`src/verilog/uaf_pkg.sv`:
```
package uaf_pkg;

  // register word indices; byte address is index times four
  localparam logic [2:0] REG_DATA = 3'h0;
  localparam logic [2:0] REG_IER  = 3'h1;
  localparam logic [2:0] REG_FCR  = 3'h2;
  localparam logic [2:0] REG_LCR  = 3'h3;
  localparam logic [2:0] REG_MCR  = 3'h4;
  localparam logic [2:0] REG_LSR  = 3'h5;
  localparam logic [2:0] REG_MSR  = 3'h6;
  localparam logic [2:0] REG_SCR  = 3'h7;

  // field positions
  localparam int MCR_DTR_BIT  = 0;
  localparam int MCR_RTS_BIT  = 1;
  localparam int MCR_AFE_BIT  = 5;
  localparam int LCR_STOP_BIT = 2;
  localparam int LCR_PEN_BIT  = 3;
  localparam int LCR_EPS_BIT  = 4;
  localparam int LCR_BRK_BIT  = 6;
  localparam int LCR_DLAB_BIT = 7;
  localparam int FCR_EN_BIT   = 0;
  localparam int FCR_RXR_BIT  = 1;
  localparam int FCR_TXR_BIT  = 2;
  localparam int MSR_DCTS_BIT = 0;
  localparam int MSR_CTS_BIT  = 4;

  // reset values and masks
  localparam logic [7:0]  LCR_RST   = 8'h00;
  localparam logic [7:0]  MCR_RST   = 8'h00;
  localparam logic [7:0]  MCR_MASK  = 8'h23;
  localparam logic [15:0] DIV_RST   = 16'h0000;
  localparam logic [7:0]  IIR_CHAR  = 8'h01;
  localparam logic [7:0]  IIR_FIFO  = 8'hc1;

  // fifo geometry and trigger levels
  localparam int          FIFO_DEPTH = 16;
  localparam int          FIFO_AW    = 4;
  localparam int          CNT_W      = 5;
  localparam int          RX_W       = 11;
  localparam logic [4:0]  CNT_FULL   = 5'h10;
  localparam logic [4:0]  CNT_HI14   = 5'h0f;
  localparam logic [4:0]  TRIG_1     = 5'h01;
  localparam logic [4:0]  TRIG_4     = 5'h04;
  localparam logic [4:0]  TRIG_8     = 5'h08;
  localparam logic [4:0]  TRIG_14    = 5'h0e;

  // timing in 16x ticks
  localparam logic [5:0]  TICK_BIT   = 6'h10;
  localparam logic [5:0]  TICK_HALF  = 6'h08;
  localparam logic [5:0]  TICK_STOP1 = 6'h10;
  localparam logic [5:0]  TICK_STOP15 = 6'h18;
  localparam logic [5:0]  TICK_STOP2 = 6'h20;

  typedef enum logic [2:0] {
    TX_IDLE  = 3'b000,
    TX_START = 3'b001,
    TX_DATA  = 3'b010,
    TX_PAR   = 3'b011,
    TX_STOP  = 3'b100
  } uaf_tx_state_t;

  typedef enum logic [2:0] {
    RX_IDLE  = 3'b000,
    RX_START = 3'b001,
    RX_DATA  = 3'b010,
    RX_PAR   = 3'b011,
    RX_STOP  = 3'b100
  } uaf_rx_state_t;

endpackage : uaf_pkg
```
`src/verilog/uaf_baud_gen.sv`:
```
`timescale 1ns/10ps
module uaf_baud_gen
  import uaf_pkg::*;
(
  // clock and reset
  input  wire logic        i_clk,
  input  wire logic        i_rst,
  // divisor; zero holds the generator still
  input  wire logic [15:0] i_divisor,
  // one pulse per 16x period
  output logic             o_tick
);

  typedef struct packed {
    logic [15:0] cnt;
    logic        tick;
  } uaf_baud_st_t;

  uaf_baud_st_t q;
  uaf_baud_st_t d;

  always_comb begin
    d      = q;
    d.tick = 1'b0;
    if (i_divisor == '0) begin
      d.cnt = '0;
    end else if (q.cnt >= i_divisor - 16'h0001) begin
      d.cnt  = '0;
      d.tick = 1'b1;
    end else begin
      d.cnt = q.cnt + 16'h0001;
    end
  end

  always_ff @(posedge i_clk) begin
    if (i_rst) begin
      q <= '0;
    end else begin
      q <= d;
    end
  end

  assign o_tick = q.tick;

endmodule : uaf_baud_gen

```
`src/verilog/uaf_core.sv`:
```
`timescale 1ns/10ps
// Overview of operation
// - auto-CTS: no byte starts unless CTS asserted
// - trigger 1/4/8: drop RTS at trigger level
// - accept one more byte after RTS drops
// - trigger 1/4/8: raise RTS when fifo empty
// - trigger 14: drop RTS on 16th byte
// - trigger 14: raise RTS when space frees
// - trigger 14: read at full raises RTS
// - sample CTS before starting each byte
// - CTS changes raise no host interrupt
// - without auto-CTS, ignore CTS level
// - MCR bit 5 enables auto-CTS, bits 5 and 1 auto-RTS
// - autoflow works only in fifo mode
// - 16-byte fifos, three rx error bits
// - divisor 1..65535 gives 16x tick
// - reset in character mode, fifo switchable
// - tx and rx dma request outputs
// - 5-8 bits, parity, 1/1.5/2 stops
// - MSR bit0 CTS change, bit4 level
module uaf_core
  import uaf_pkg::*;
(
  // clock and reset
  input  wire logic        i_clk,
  input  wire logic        i_rst,
  // avalon-mm slave
  input  wire logic [4:0]  i_avs_address,
  input  wire logic        i_avs_read,
  input  wire logic        i_avs_write,
  input  wire logic [31:0] i_avs_writedata,
  input  wire logic [3:0]  i_avs_byteenable,
  output logic      [31:0] o_avs_readdata,
  output logic             o_avs_waitrequest,
  // serial side
  input  wire logic        i_serial_input_line,
  output logic             o_serial_output_line,
  input  wire logic        i_cts_n,
  output logic             o_rts_n,
  output logic             o_dtr_n,
  // dma requests and baud clock
  output logic             o_tx_dma_request_n,
  output logic             o_rx_dma_request_n,
  output logic             o_baud_clock_output
);

  typedef struct packed {
    logic                waitreq;
    logic [7:0]          rdata;
    logic [3:0]          ier;
    logic                fifo_en;
    logic [1:0]          trig;
    logic [7:0]          lcr;
    logic [7:0]          mcr;
    logic [7:0]          scr;
    logic [15:0]         div;
    logic                cts_prev;
    logic                dcts;
    logic                oe;
    logic                rts_hold;
    logic                rts_n;
    logic                dtr_n;
    logic                txdma_n;
    logic                rxdma_n;
    uaf_tx_state_t       tx_state;
    logic [5:0]          tx_cnt;
    logic [2:0]          tx_bit;
    logic [7:0]          tx_shift;
    logic                tx_par;
    logic                tx_line;
    uaf_rx_state_t       rx_state;
    logic [5:0]          rx_cnt;
    logic [2:0]          rx_bit;
    logic [7:0]          rx_shift;
    logic                rx_pe;
  } uaf_core_st_t;

  uaf_core_st_t     q;
  uaf_core_st_t     d;
  logic             tick;
  logic             rx_flush;
  logic             rx_push;
  logic [RX_W-1:0]  rx_wdata;
  logic             rx_pop;
  logic [RX_W-1:0]  rx_head;
  logic [CNT_W-1:0] rx_count;
  logic             tx_flush;
  logic             tx_push;
  logic             tx_pop;
  logic [7:0]       tx_head;
  logic [CNT_W-1:0] tx_count;

  // parity over the active data bits; even selects even parity
  function automatic logic par_of(input logic [7:0] data, input logic [1:0] wl, input logic even);
    logic [7:0] mask;
    mask   = 8'hff >> (2'd3 - wl);
    par_of = (^(data & mask)) ^ ~even;
  endfunction : par_of

  function automatic logic [4:0] trig_of(input logic [1:0] sel);
    case (sel)
      2'b00:   trig_of = TRIG_1;
      2'b01:   trig_of = TRIG_4;
      2'b10:   trig_of = TRIG_8;
      default: trig_of = TRIG_14;
    endcase
  endfunction : trig_of

  uaf_baud_gen u_baud (
    .i_clk     (i_clk),
    .i_rst     (i_rst),
    .i_divisor (q.div),
    .o_tick    (tick)
  );

  uaf_fifo #(.W(RX_W)) u_rx_fifo (
    .i_clk   (i_clk),
    .i_rst   (i_rst),
    .i_flush (rx_flush),
    .i_push  (rx_push),
    .i_data  (rx_wdata),
    .i_pop   (rx_pop),
    .o_data  (rx_head),
    .o_count (rx_count)
  );

  uaf_fifo #(.W(8)) u_tx_fifo (
    .i_clk   (i_clk),
    .i_rst   (i_rst),
    .i_flush (tx_flush),
    .i_push  (tx_push),
    .i_data  (i_avs_writedata[7:0]),
    .i_pop   (tx_pop),
    .o_data  (tx_head),
    .o_count (tx_count)
  );

  always_comb begin
    logic       req;
    logic       cap;
    logic       acc_wr;
    logic       acc_rd;
    logic [2:0] sel;
    logic       dlab;
    logic       auto_on;
    logic       cts_ok;
    logic       rx_full;
    logic       tx_full;
    logic [2:0] last_bit;
    logic [5:0] stop_len;
    logic       line;
    logic [7:0] rx_data;
    logic       fe;
    logic       first_bit;
    logic [4:0] trig;
    d         = q;
    req       = i_avs_read || i_avs_write;
    cap       = req && q.waitreq;
    acc_wr    = req && !q.waitreq && i_avs_write && i_avs_byteenable[0];
    acc_rd    = req && !q.waitreq && i_avs_read;
    sel       = i_avs_address[4:2];
    dlab      = q.lcr[LCR_DLAB_BIT];
    auto_on   = q.mcr[MCR_AFE_BIT] && q.fifo_en;
    cts_ok    = !q.mcr[MCR_AFE_BIT] || !q.fifo_en || !i_cts_n;
    line      = i_serial_input_line;
    rx_flush  = 1'b0;
    tx_flush  = 1'b0;
    rx_push   = 1'b0;
    rx_pop    = 1'b0;
    tx_push   = 1'b0;
    tx_pop    = 1'b0;
    rx_data   = '0;
    fe        = 1'b0;
    first_bit = 1'b0;
    trig      = trig_of(q.trig);
    // character mode behaves as a one-deep holding register
    rx_full   = q.fifo_en ? (rx_count == CNT_FULL) : (rx_count != '0);
    tx_full   = q.fifo_en ? (tx_count == CNT_FULL) : (tx_count != '0);
    last_bit  = 3'd4 + {1'b0, q.lcr[1:0]};
    if (!q.lcr[LCR_STOP_BIT]) begin
      stop_len = TICK_STOP1;
    end else if (q.lcr[1:0] == 2'b00) begin
      stop_len = TICK_STOP15;
    end else begin
      stop_len = TICK_STOP2;
    end
    rx_wdata  = '0;

    // bus slave: waitrequest drops for the cycle in which the access completes
    d.waitreq = !cap;
    if (cap && i_avs_read) begin
      case (sel)
        REG_DATA: d.rdata = dlab ? q.div[7:0] : rx_head[7:0];
        REG_IER:  d.rdata = dlab ? q.div[15:8] : {4'h0, q.ier};
        REG_FCR:  d.rdata = q.fifo_en ? IIR_FIFO : IIR_CHAR;
        REG_LCR:  d.rdata = q.lcr;
        REG_MCR:  d.rdata = q.mcr;
        REG_LSR:  d.rdata = {q.fifo_en && (rx_count != '0) && (rx_head[10:8] != '0),
                             (tx_count == '0) && (q.tx_state == TX_IDLE), tx_count == '0,
                             rx_head[10:8] & {3{rx_count != '0}}, q.oe, rx_count != '0};
        REG_MSR:  d.rdata = {3'h0, ~i_cts_n, 3'h0, q.dcts};
        default:  d.rdata = q.scr;
      endcase
    end

    if (acc_wr) begin
      case (sel)
        REG_DATA: begin
          if (dlab) begin
            d.div[7:0] = i_avs_writedata[7:0];
          end else begin
            tx_push = !tx_full;
          end
        end
        REG_IER: begin
          if (dlab) begin
            d.div[15:8] = i_avs_writedata[7:0];
          end else begin
            d.ier = i_avs_writedata[3:0];
          end
        end
        REG_FCR: begin
          d.fifo_en = i_avs_writedata[FCR_EN_BIT];
          d.trig    = i_avs_writedata[7:6];
          rx_flush  = i_avs_writedata[FCR_RXR_BIT] || (d.fifo_en != q.fifo_en);
          tx_flush  = i_avs_writedata[FCR_TXR_BIT] || (d.fifo_en != q.fifo_en);
        end
        REG_LCR: d.lcr = i_avs_writedata[7:0];
        REG_MCR: d.mcr = i_avs_writedata[7:0] & MCR_MASK;
        REG_SCR: d.scr = i_avs_writedata[7:0];
        default: d.scr = q.scr;
      endcase
    end

    if (acc_rd && sel == REG_DATA && !dlab) begin
      rx_pop = 1'b1;
    end
    // overrun clears on read unless a new one lands the same cycle
    if (acc_rd && sel == REG_LSR) begin
      d.oe = q.oe & ~q.rdata[1];
    end

    // change flag only records; this block drives no interrupt line
    d.cts_prev = i_cts_n;
    d.dcts     = (acc_rd && sel == REG_MSR) ? (q.dcts & ~q.rdata[MSR_DCTS_BIT]) : q.dcts;
    if (i_cts_n != q.cts_prev) begin
      d.dcts = 1'b1;
    end

    // transmitter; CTS is looked at only while idle, before each byte
    case (q.tx_state)
      TX_IDLE: begin
        d.tx_line = 1'b1;
        if (tx_count != '0 && cts_ok) begin
          tx_pop     = 1'b1;
          d.tx_shift = tx_head;
          d.tx_par   = par_of(tx_head, q.lcr[1:0], q.lcr[LCR_EPS_BIT]);
          d.tx_cnt   = '0;
          d.tx_bit   = '0;
          d.tx_line  = 1'b0;
          d.tx_state = TX_START;
        end
      end
      TX_START, TX_DATA, TX_PAR: begin
        if (tick) begin
          d.tx_cnt = q.tx_cnt + 6'h01;
          if (q.tx_cnt == TICK_BIT - 6'h01) begin
            d.tx_cnt = '0;
            if (q.tx_state == TX_START) begin
              d.tx_line  = q.tx_shift[0];
              d.tx_state = TX_DATA;
            end else if (q.tx_state == TX_DATA && q.tx_bit != last_bit) begin
              d.tx_shift = {1'b0, q.tx_shift[7:1]};
              d.tx_line  = q.tx_shift[1];
              d.tx_bit   = q.tx_bit + 3'd1;
            end else if (q.tx_state == TX_DATA && q.lcr[LCR_PEN_BIT]) begin
              d.tx_line  = q.tx_par;
              d.tx_state = TX_PAR;
            end else begin
              d.tx_line  = 1'b1;
              d.tx_state = TX_STOP;
            end
          end
        end
      end
      TX_STOP: begin
        if (tick) begin
          d.tx_cnt = q.tx_cnt + 6'h01;
          if (q.tx_cnt == stop_len - 6'h01) begin
            d.tx_state = TX_IDLE;
          end
        end
      end
      default: d.tx_state = TX_IDLE;
    endcase

    // receiver; start bit is rechecked at its middle to reject glitches
    case (q.rx_state)
      RX_IDLE: begin
        if (!line) begin
          d.rx_cnt   = '0;
          d.rx_bit   = '0;
          d.rx_state = RX_START;
        end
      end
      RX_START: begin
        if (tick) begin
          d.rx_cnt = q.rx_cnt + 6'h01;
          if (q.rx_cnt == TICK_HALF - 6'h01) begin
            d.rx_cnt   = '0;
            d.rx_state = line ? RX_IDLE : RX_DATA;
          end
        end
      end
      RX_DATA, RX_PAR, RX_STOP: begin
        if (tick) begin
          d.rx_cnt = q.rx_cnt + 6'h01;
          if (q.rx_state == RX_DATA && q.rx_bit == 3'd0 && q.rx_cnt == TICK_HALF - 6'h01) begin
            first_bit = 1'b1;
          end
          if (q.rx_cnt == TICK_BIT - 6'h01) begin
            d.rx_cnt = '0;
            if (q.rx_state == RX_DATA) begin
              d.rx_shift = {line, q.rx_shift[7:1]};
              d.rx_bit   = q.rx_bit + 3'd1;
              if (q.rx_bit == last_bit) begin
                d.rx_state = q.lcr[LCR_PEN_BIT] ? RX_PAR : RX_STOP;
              end
            end else if (q.rx_state == RX_PAR) begin
              rx_data    = q.rx_shift >> (2'd3 - q.lcr[1:0]);
              d.rx_pe    = line != par_of(rx_data, q.lcr[1:0], q.lcr[LCR_EPS_BIT]);
              d.rx_state = RX_STOP;
            end else begin
              rx_data    = q.rx_shift >> (2'd3 - q.lcr[1:0]);
              fe         = !line;
              rx_wdata   = {fe && (rx_data == '0), fe, q.rx_pe && q.lcr[LCR_PEN_BIT], rx_data};
              // a byte arriving after RTS dropped is still stored while room remains
              rx_push    = !rx_full;
              d.oe       = d.oe | rx_full;
              d.rx_pe    = 1'b0;
              d.rx_state = RX_IDLE;
            end
          end
        end
      end
      default: d.rx_state = RX_IDLE;
    endcase

    // auto-RTS hold state
    if (q.trig != 2'b11) begin
      if (rx_count >= trig) begin
        d.rts_hold = 1'b1;
      end else if (rx_count == '0) begin
        d.rts_hold = 1'b0;
      end
    end else begin
      if (rx_pop && rx_count == CNT_FULL) begin
        d.rts_hold = 1'b0;
      end else if (rx_count == CNT_FULL || (first_bit && rx_count == CNT_HI14)) begin
        d.rts_hold = 1'b1;
      end else if (rx_count < CNT_HI14 || (rx_count == CNT_HI14 && q.rx_state == RX_IDLE)) begin
        d.rts_hold = 1'b0;
      end
    end

    // RTS pin follows MCR bit 1, gated by the hold only in auto mode
    d.rts_n   = ~(d.mcr[MCR_RTS_BIT] && !(auto_on && d.rts_hold));
    d.dtr_n   = ~d.mcr[MCR_DTR_BIT];
    d.txdma_n = !(tx_count == '0);
    d.rxdma_n = !(rx_count != '0);
    d.tx_line = d.tx_line && !d.lcr[LCR_BRK_BIT];
  end

  always_ff @(posedge i_clk) begin
    if (i_rst) begin
      q          <= '0;
      q.waitreq  <= 1'b1;
      q.lcr      <= LCR_RST;
      q.mcr      <= MCR_RST;
      q.div      <= DIV_RST;
      q.cts_prev <= 1'b1;
      q.rts_n    <= 1'b1;
      q.dtr_n    <= 1'b1;
      q.txdma_n  <= 1'b1;
      q.rxdma_n  <= 1'b1;
      q.tx_line  <= 1'b1;
      q.tx_state <= TX_IDLE;
      q.rx_state <= RX_IDLE;
    end else begin
      q <= d;
    end
  end

  assign o_avs_readdata       = {24'h000000, q.rdata};
  assign o_avs_waitrequest    = q.waitreq;
  assign o_serial_output_line = q.tx_line;
  assign o_rts_n              = q.rts_n;
  assign o_dtr_n              = q.dtr_n;
  assign o_tx_dma_request_n   = q.txdma_n;
  assign o_rx_dma_request_n   = q.rxdma_n;
  assign o_baud_clock_output  = tick;

endmodule : uaf_core

```
`src/verilog/uaf_fifo.sv`:
```
`timescale 1ns/10ps
module uaf_fifo
  import uaf_pkg::*;
#(
  parameter int W = 8
) (
  // clock and reset
  input  wire logic             i_clk,
  input  wire logic             i_rst,
  // control
  input  wire logic             i_flush,
  input  wire logic             i_push,
  input  wire logic [W-1:0]     i_data,
  input  wire logic             i_pop,
  // status
  output logic      [W-1:0]     o_data,
  output logic      [CNT_W-1:0] o_count
);

  typedef struct packed {
    logic [FIFO_DEPTH-1:0][W-1:0] mem;
    logic [FIFO_AW-1:0]           wr;
    logic [FIFO_AW-1:0]           rd;
    logic [CNT_W-1:0]             cnt;
  } uaf_fifo_st_t;

  uaf_fifo_st_t q;
  uaf_fifo_st_t d;
  logic         push_ok;
  logic         pop_ok;

  always_comb begin
    d       = q;
    push_ok = i_push && (q.cnt != CNT_FULL);
    pop_ok  = i_pop && (q.cnt != '0);
    if (i_flush) begin
      d.wr  = '0;
      d.rd  = '0;
      d.cnt = '0;
    end else begin
      if (push_ok) begin
        d.mem[q.wr] = i_data;
        d.wr        = q.wr + 1'b1;
      end
      if (pop_ok) begin
        d.rd = q.rd + 1'b1;
      end
      d.cnt = CNT_W'(q.cnt + {4'h0, push_ok} - {4'h0, pop_ok});
    end
  end

  always_ff @(posedge i_clk) begin
    if (i_rst) begin
      q <= '0;
    end else begin
      q <= d;
    end
  end

  assign o_data  = q.mem[q.rd];
  assign o_count = q.cnt;

endmodule : uaf_fifo

```
`config.mk`:
```
export PLATFORM = sky130hd
export DESIGN_NAME = uaf_core
export DESIGN_NICKNAME = d
export VERILOG_FILES = /design/src/verilog/uaf_pkg.sv /design/src/verilog/uaf_baud_gen.sv /design/src/verilog/uaf_core.sv /design/src/verilog/uaf_fifo.sv
export SDC_FILE = /design/constraint.sdc
export NUM_CORES = 1
export LEC_CHECK = 0
export BUFFER_PORTS_ARGS = -buffer_cell sky130_fd_sc_hd__buf_2
export CAP_MARGIN = 20
export CORE_MARGIN = 2
export CORE_UTILIZATION = 62
export DETAILED_ROUTE_END_ITERATION = 6
export GPL_ROUTABILITY_DRIVEN = 0
export GPL_TIMING_DRIVEN = 0
export PLACE_DENSITY = 0.8
export SLEW_MARGIN = 40
export SYNTH_ARGS = -nofsm -noshare
export SYNTH_HDL_FRONTEND = slang
export SYNTH_SLANG_ARGS = --single-unit
```
`constraint.sdc`:
```
create_clock -name i_clk -period 4.2 [get_ports i_clk]
set_clock_uncertainty 0.2 [all_clocks]
set_input_delay 0.84 -clock i_clk [delete_from_list [all_inputs] [get_ports i_clk]]
set_output_delay 0.84 -clock i_clk [all_outputs]
set_load 0.005 [all_outputs]
```
=== Yosys cells after proc, flatten, opt, wreduce, memory -nomap -nowiden ===
Index checks and enable logic that the tools add are counted.

* Bits in registers: 449
* Input bits: 47
* Output and inout bits: 39
* Logic and storage cells: 361

* Add/subtract/negate cells: 17
* Magnitude comparators: 9
* Equal/unequal tests: 47
* Shifts and indexed selects: 2
* Multiplexer cells: 100
* Bitwise operators: 18
* Reductions and logical operators: 97

{| class="wikitable"
|+ Operator list
! operator !! number
|-
| $bwmux 176 || 1
|-
| $bwmux 128 || 1
|-
| $mux 11 || 10
|-
| $mux 8 || 10
|-
| $pmux 8 s7 || 1
|-
| $bmux 11 s4 || 1
|-
| $demux 11 s4 || 1
|-
| $mux 1 || 42
|-
| $mux 21 || 2
|-
| $mux 20 || 2
|-
| $mux 39 || 1
|-
| $pmux 6 s3 || 2
|-
| $logic_and 1x1->1 || 33
|-
| $bmux 8 s4 || 1
|-
| $demux 8 s4 || 1
|-
| $mux 9 || 3
|-
| $mux 3 || 8
|-
| $mux 22 || 1
|-
| $pmux 11 s2 || 1
|-
| $lt 4x5->1 const B || 4
|-
| $eq 3x2->1 const B || 6
|-
| $eq 3x3->1 const B || 6
|-
| $mux 6 || 3
|-
| $ne 2x2->1 const B || 9
|-
| 61 further kinds || 140
|}

=== Longest topological paths before layout ===
* Word-level depth: 15
* Depth in mapped cells: 16
* Mapped depth without buffers: 16

=== Modules after synthesis ===
From an unflattened synthesis, not the netlist that was laid out.

* Cell total of the unflattened synthesis: 2367
* Area, all modules: 22585.4 um^2

{| class="wikitable"
|+ By module, submodules not included
! module !! times used !! cells an instance !! area each (um^2) !! sequential area each (um^2)
|-
| uaf_fifo at u_rx_fifo || 1 || 826 || 8649.5 || 3783.6
|-
| uaf_fifo at u_tx_fifo || 1 || 623 || 6522.5 || 2822.7
|-
| uaf_core || 1 || 762 || 6114.6 || 2042.0
|-
| uaf_baud_gen || 1 || 156 || 1298.7 || 340.3
|}

=== Least setup slack after synthesis ===
OpenSTA, ideal clock, no wires.

* Kind: input to register
* Start point: in i_avs_address[3]
* End point: reg u_rx_fifo.q, in the netlist u_rx_fifo.o_count[4]
* Library setup time: 0.128 ns
* Arrival time: 3.400 ns
* Required time: 3.872 ns
* Slack: 0.472 ns
* Stages: 14
* Path buffers: 1
* Cells stage by stage: or3_1 > clkbuf_1 > nor4_1 > ha_1 > inv_1 > ha_1 > inv_1 > fa_1 > inv_1 > a21oi_1 > nor2_1 > nor2_1 > xor2_1 > nor2_1

* Word-level cells in the longest chain between the ends: 6
* Elaborated cells on any way between the ends: 10
* Those cells by class: add/sub: 1; eq/ne: 1; mux: 3; reduce/logical: 5

{| class="wikitable"
|+ Ends and longest elaborated chain
! element !! RTL line !! RTL
|-
| start: declaration || uaf_core.sv:28 || <nowiki>input wire logic [4:0] i_avs_address,</nowiki>
|-
| $logic_not 3->1 || uaf_core.sv:235 || <nowiki>if (acc_rd && sel == REG_DATA && !dlab) begin</nowiki>
|-
| $logic_and 1x1->1 (2 in series) || uaf_core.sv:235 ||
|-
| $mux 1 || uaf_core.sv:235 ||
|-
| $logic_and 1x1->1 || uaf_fifo.sv:35 || <nowiki>pop_ok = i_pop && (q.cnt != '0);</nowiki>
|-
| via u_rx_fifo.pop_ok || uaf_fifo.sv:30 || <nowiki>logic pop_ok;</nowiki>
|-
| $sub 5x1->5 || uaf_fifo.sv:48 || <nowiki>d.cnt = CNT_W'(q.cnt + {4'h0, push_ok} - {4'h0, pop_ok});</nowiki>
|-
| end signal: assignment || uaf_fifo.sv:54 || <nowiki>q <= '0;</nowiki>
|-
| end signal: assignment || uaf_fifo.sv:56 || <nowiki>q <= d;</nowiki>
|-
| end: declaration || uaf_fifo.sv:27 || <nowiki>uaf_fifo_st_t q;</nowiki>
|}

The timed path passes the listed nets, and every way through them passes these cells.
A chain may end at the register's enable or synchronous reset.

=== Worst setup path after layout ===
* Start point: reg u_tx_fifo.q, in the netlist u_tx_fifo.o_count[3]
* End point: reg u_tx_fifo.q, in the netlist u_tx_fifo.o_count[4]

* Elaborated cells on any way between the ends: 15
* Those cells by class: add/sub: 2; eq/ne: 2; mux: 6; reduce/logical: 5

{| class="wikitable"
|+ RTL lines
! element !! RTL line !! RTL
|-
| start: declaration || uaf_fifo.sv:27 ||
|-
| start signal: assignment || uaf_fifo.sv:54 ||
|-
| start signal: assignment || uaf_fifo.sv:56 ||
|-
| $reduce_bool 5->1 (*) || uaf_core.sv:254, uaf_fifo.sv:35 ||
|-
| $logic_and 1x1->1 || uaf_core.sv:254 || <nowiki>if (tx_count != '0 && cts_ok) begin</nowiki>
|-
| $mux 1 || uaf_core.sv:254 ||
|-
| $mux 1 || uaf_core.sv:251 || <nowiki>case (q.tx_state)</nowiki>
|-
| $logic_and 1x1->1 (*) || uaf_fifo.sv:35 ||
|-
| via u_tx_fifo.pop_ok || uaf_fifo.sv:30 ||
|-
| $sub 5x1->5 (*) || uaf_fifo.sv:48 ||
|}

Mark *: on every way through the listed nets, which the timed path passes. The rest lies on a longest branch.

==> flow_metrics.py <==
metrics = {
    "global_route": {
        "globalRoute.totalOverflow": 0,
        "grt_max_degree": 14,
        "first_pass_grt_wire_length_um": 101300,
        "initial_antenna_violation_count": 2,
        "grt_pass1_vias": 18700,
        "grtUsageTotal": 0.3576,
    },
    "hold_path": {
        "min-delay-path-class": "register to register",
        "hold-path-cell-count": 2,
    },
    "power_and_ir_drop": {
        "seq_power_share": 0.442,
        "power_frac_comb": 0.153,
        "clock_power_share": 0.404,
        "swShare": 0.2752,
        "vdd.ir_drop.worst_uv": 390.0,
        "areal_power_density_over_the_cells_nw_per_um2": 418.2,
        "cell_internal_pwr_mw": 7.227,
        "static-leakage-power_nw": 8.953,
        "netSwitchingPower_mw": 2.744,
    },
    "yosys": {
        "synth-compound-area-share": 0.1136,
        "synth-xor-area-share": 0.02876,
        "synthTopCellsByArea": "sky130_fd_sc_hd__dfxtp_1 42%, sky130_fd_sc_hd__mux4_2 8.3%, sky130_fd_sc_hd__nand2_1 8.2%",
        "synthDominantAreaCellType": "sky130_fd_sc_hd__dfxtp_1",
        "ys_seq_elements": 449,
        "yosys.area.top_type_share": 0.4165,
        "synth_sequential_area_ratio": 0.4165,
        "main_combinational_cell_family_by_area_after_synthesis": "simple AND/OR/NAND/NOR gates",
        "mux_cell_area_share_after_synthesis": 0.1509,
        "synthArstFlopShare": 0,
        "synth-edff-count": 0,
        "synth_fa_ha_area_frac": 0.03316,
        "avgSynthCellArea_um2": 8.618,
        "synth.cell_area_um2": 21580,
        "library_cells_used_by_synthesis": 68,
        "syn-instance-count": 2504,
        "number_of_warning_messages_in_the_yosys_log": 0,
        "synth_simple_gate_area_frac": 0.2003,
        "ys.flop_type": "sky130_fd_sc_hd__dfxtp_1",
    },
    "timing": {
        "min_period_ps": 3975,
        "max-slew-margin-rel": 0.3462,
        "final.hold.worst_slack_ps": 251.6,
        "timing.final.max_slew_violations": 0,
        "setup_viol": 0,
        "clock.fmax_ghz": 0.2516,
        "worst_slew_pin_slew_ps": 980.7,
        "report.final.hold_viol_count": 0,
        "final_worst_path_cycle_share": 0.9463,
        "rsz_0062_raised_after_global_routing": "false",
    },
    "die": {
        "rows": 68,
        "num_io_pins": 86,
        "dieHeight_um": 190.6,
        "die-area_um2": 36320,
        "initial_core_utilization": 0.6278,
        "fp.coreArea_um2": 34370,
        "die_width_um": 190.6,
    },
    "clock_tree": {
        "cts-root-to-sink-buffers": 3,
        "level_count_of_the_clock_h_tree": 2,
        "post-cts-setup-buffer-count": 0,
        "postCtsHoldBufs": 0,
        "cell_chosen_for_the_clock_root": "sky130_fd_sc_hd__clkbuf_16",
        "tritoncts.num_buffers": 46,
        "clock_tree_from_tritoncts": "built",
        "resized_after_cts": 0,
        "insertion_delay_ps": 590,
        "clock_sink_count": 449,
        "clkSlewWorstSetupHoldPaths_ps": 60,
    },
    "routing": {
        "ant_nets": 0,
        "via_count": 19610,
        "drcViolationCount": 0,
        "drt_wl_total_um": 65600,
        "drt_iter0_markers": 2413,
        "dr.pass1.iters": 6,
        "routed_via_density": 6.348,
        "wl_per_cell_um": 21.24,
    },
    "status": {
        "status": "finished clean",
    },
    "place": {
        "dpl.hpwl_um": 46090,
        "placed_area_um2": 22400,
        "placement.io_buffers": 29,
    },
    "critical_path": {
        "critical_path.slowest_cell": "sky130_fd_sc_hd__fa_1",
        "max_stage_delay_ps": 430,
        "worstPathRequired_ps": 4500,
        "worstReg2RegEnd": "u_tx_fifo.o_count[4]",
        "cp_cell_sequence": "inv_1 -> ha_1 -> nand3_1 -> nor2_1 -> a31oi_1 -> and2_1 -> clkbuf_1 -> buf_2 -> ha_1 -> inv_1 -> ha_1 -> fa_1 -> a21oi_1 -> nor2_1 -> or3_1 -> a21oi_1",
        "setup.worst_path.class": "register to register",
        "reg2reg_from": "u_tx_fifo.o_count[3]",
        "critPathCapture": "u_tx_fifo.o_count[4]",
        "worstRegToRegCells": 16,
        "reg2reg_setup_slack_ps": 230,
        "worstSetupStartpointType": "register",
        "endpoint_kind": "register",
        "critPathMaxFanout": 10,
        "cp_common_cell": "sky130_fd_sc_hd__ha_1",
        "timing.critical_path.from": "u_tx_fifo.o_count[3]",
        "worst_ep_arrival_time_ps": 4270,
    },
    "cells_and_area": {
        "final_net_count": 2707,
        "drive_above_1_share": 0.1075,
        "area_growth_syn_to_layout_pct": 10.49,
        "final_design_instance_area_without_fill_um2": 23840,
    },
    "run": {
        "maximum_capacitance_violations": 0,
    },
}
==> how the worst min path moves through the flow <==
stage	start	to	slack [ps]
after floorplan	u_rx_fifo.q[173]	u_rx_fifo.q[173]	230
after global placement	u_rx_fifo.q[22]	u_rx_fifo.q[22]	230
after detailed placement	u_rx_fifo.q[33]	u_rx_fifo.q[33]	240
after CTS	u_rx_fifo.q[175]	u_rx_fifo.q[175]	250
after global routing	u_rx_fifo.q[63]	u_rx_fifo.q[63]	270
final	u_rx_fifo.q[112]	u_rx_fifo.q[112]	250
==> state kept, by name, summed over array words and instances, names as in the netlist <==
signal / count
u_baud.o_tick: 1
u_baud.q: 16
u_tx_fifo.q: 136
u_rx_fifo.q: 184
o_rx_dma_request_n: 1
o_tx_dma_request_n: 1
o_rts_n: 1
o_dtr_n: 1
u_rx_fifo.o_count: 5
o_serial_output_line: 1
o_avs_readdata: 8
o_avs_waitrequest: 1
u_tx_fifo.o_count: 5
q: 88
==> placed cells by master (no fill, tap or decap), types with 38 or more instances in the layout <==
cell type,n
sky130_fd_sc_hd__clkbuf_1,152
sky130_fd_sc_hd__a21oi_1,308
sky130_fd_sc_hd__dfxtp_1,449
sky130_fd_sc_hd__nand2_1,470
sky130_fd_sc_hd__ha_1,54
sky130_fd_sc_hd__nor2_1,275
sky130_fd_sc_hd__mux2i_1,134
sky130_fd_sc_hd__inv_1,38
sky130_fd_sc_hd__clkbuf_16,47
sky130_fd_sc_hd__mux4_2,80
sky130_fd_sc_hd__xnor2_1,38
sky130_fd_sc_hd__buf_2,66
sky130_fd_sc_hd__nand3_1,140
==> final cells by class <==
class / count / area, um^2
diodes: 1 / 2.502
plain buffers: 223 / 1077
clock buffers: 69 / 1339
clock inverters: 8 / 93.84
fillers: 2656 / 10530
inverters: 39 / 146.4
multi-input cells: 1816 / 11480
flip-flops and latches: 449 / 8989
well taps: 455 / 569.3
repair buffers: 29 / 145.1
==> power by group through the flow <==
| stage | Combinational [mW] | Sequential (mW) | Clock (mW) |
|---|---|---|---|
| 6_report | 1.53 | 4.41 | 4.03 |
| 5_1_grt | 1.63 | 4.42 | 4.19 |
| 4_1_cts | 1.49 | 4.41 | 4.02 |
| 3_5_place_dp | 1.48 | 4.50 | 0 |
| 3_3_place_gp | 1.42 | 4.50 | 0 |
| 2_1_floorplan | 1.09 | 4.49 | 0 |
==> cells in the mapped netlist, drive strengths merged, types with 2 or more instances <==
library cell and instances:
o211ai 12, o31ai 2, nor3 23, xnor2 39, or2 6, nand2b 5, a222oi 6, a22oi 8
nand2 472, o221ai 4, dfxtp 449, o21bai 2, inv 39, nor3b 8, nand3 140, fa 2
mux4 83, nor2b 10, and3 9, a21oi 308, mux2i 134, nand3b 4, a211oi 4, a31oi 13
o21ai 42, a21o 9, mux2 3, nor4 9, and2 19, nor2 277, a311oi 4, nand4b 2
or3 10, clkbuf 140, a221oi 12, o21a 2, o22ai 2, xor2 31, or4 4, buf 83
ha 54, nand4 9
==> critical path: cells and delay by family, from the launching register on <==
family	cells	cell delay [ps]
flops	1	320
buf+inv	4	570
fa+ha+maj	4	1100
simple gates	5	1190
compound gates	3	540
==> cells by family after synthesis <==
logic type / Yosys count
adders and majority gates: 56
buffers and inverters: 262
and+or+nand+nor: 1009
xor gates and xnor gates: 70
other: 1
DFF: 449
AOI/OAI and AO/OA: 437
muxes: 220
==> metrics by stage <==
step           setup TNS (ps)  std cells  setup WS [ps]  utilization  power [mW]
6_report                    0       3089          225.5       0.6937       9.971
3_3_place_gp           -145.1       3011         -145.1       0.6511       5.921
3_5_place_dp                0       3011          154.5       0.6516       5.979
4_1_cts                     0       3088          287.1       0.6933       9.920
2_1_floorplan               0       2527          472.1            -       5.574
5_1_grt                     0       3089          81.64       0.6937       10.24
==> layer usage <==
metal	global-route usage	routed length, um	vias to the layer above
met1	0.4503	24190	9295
li1	-	-	8770
met2	0.5761	30110	1283
met3	0.07287	7543	260
met4	0.1977	3754	2
met5	0	10	-
(Power assumes the default switching activity.)
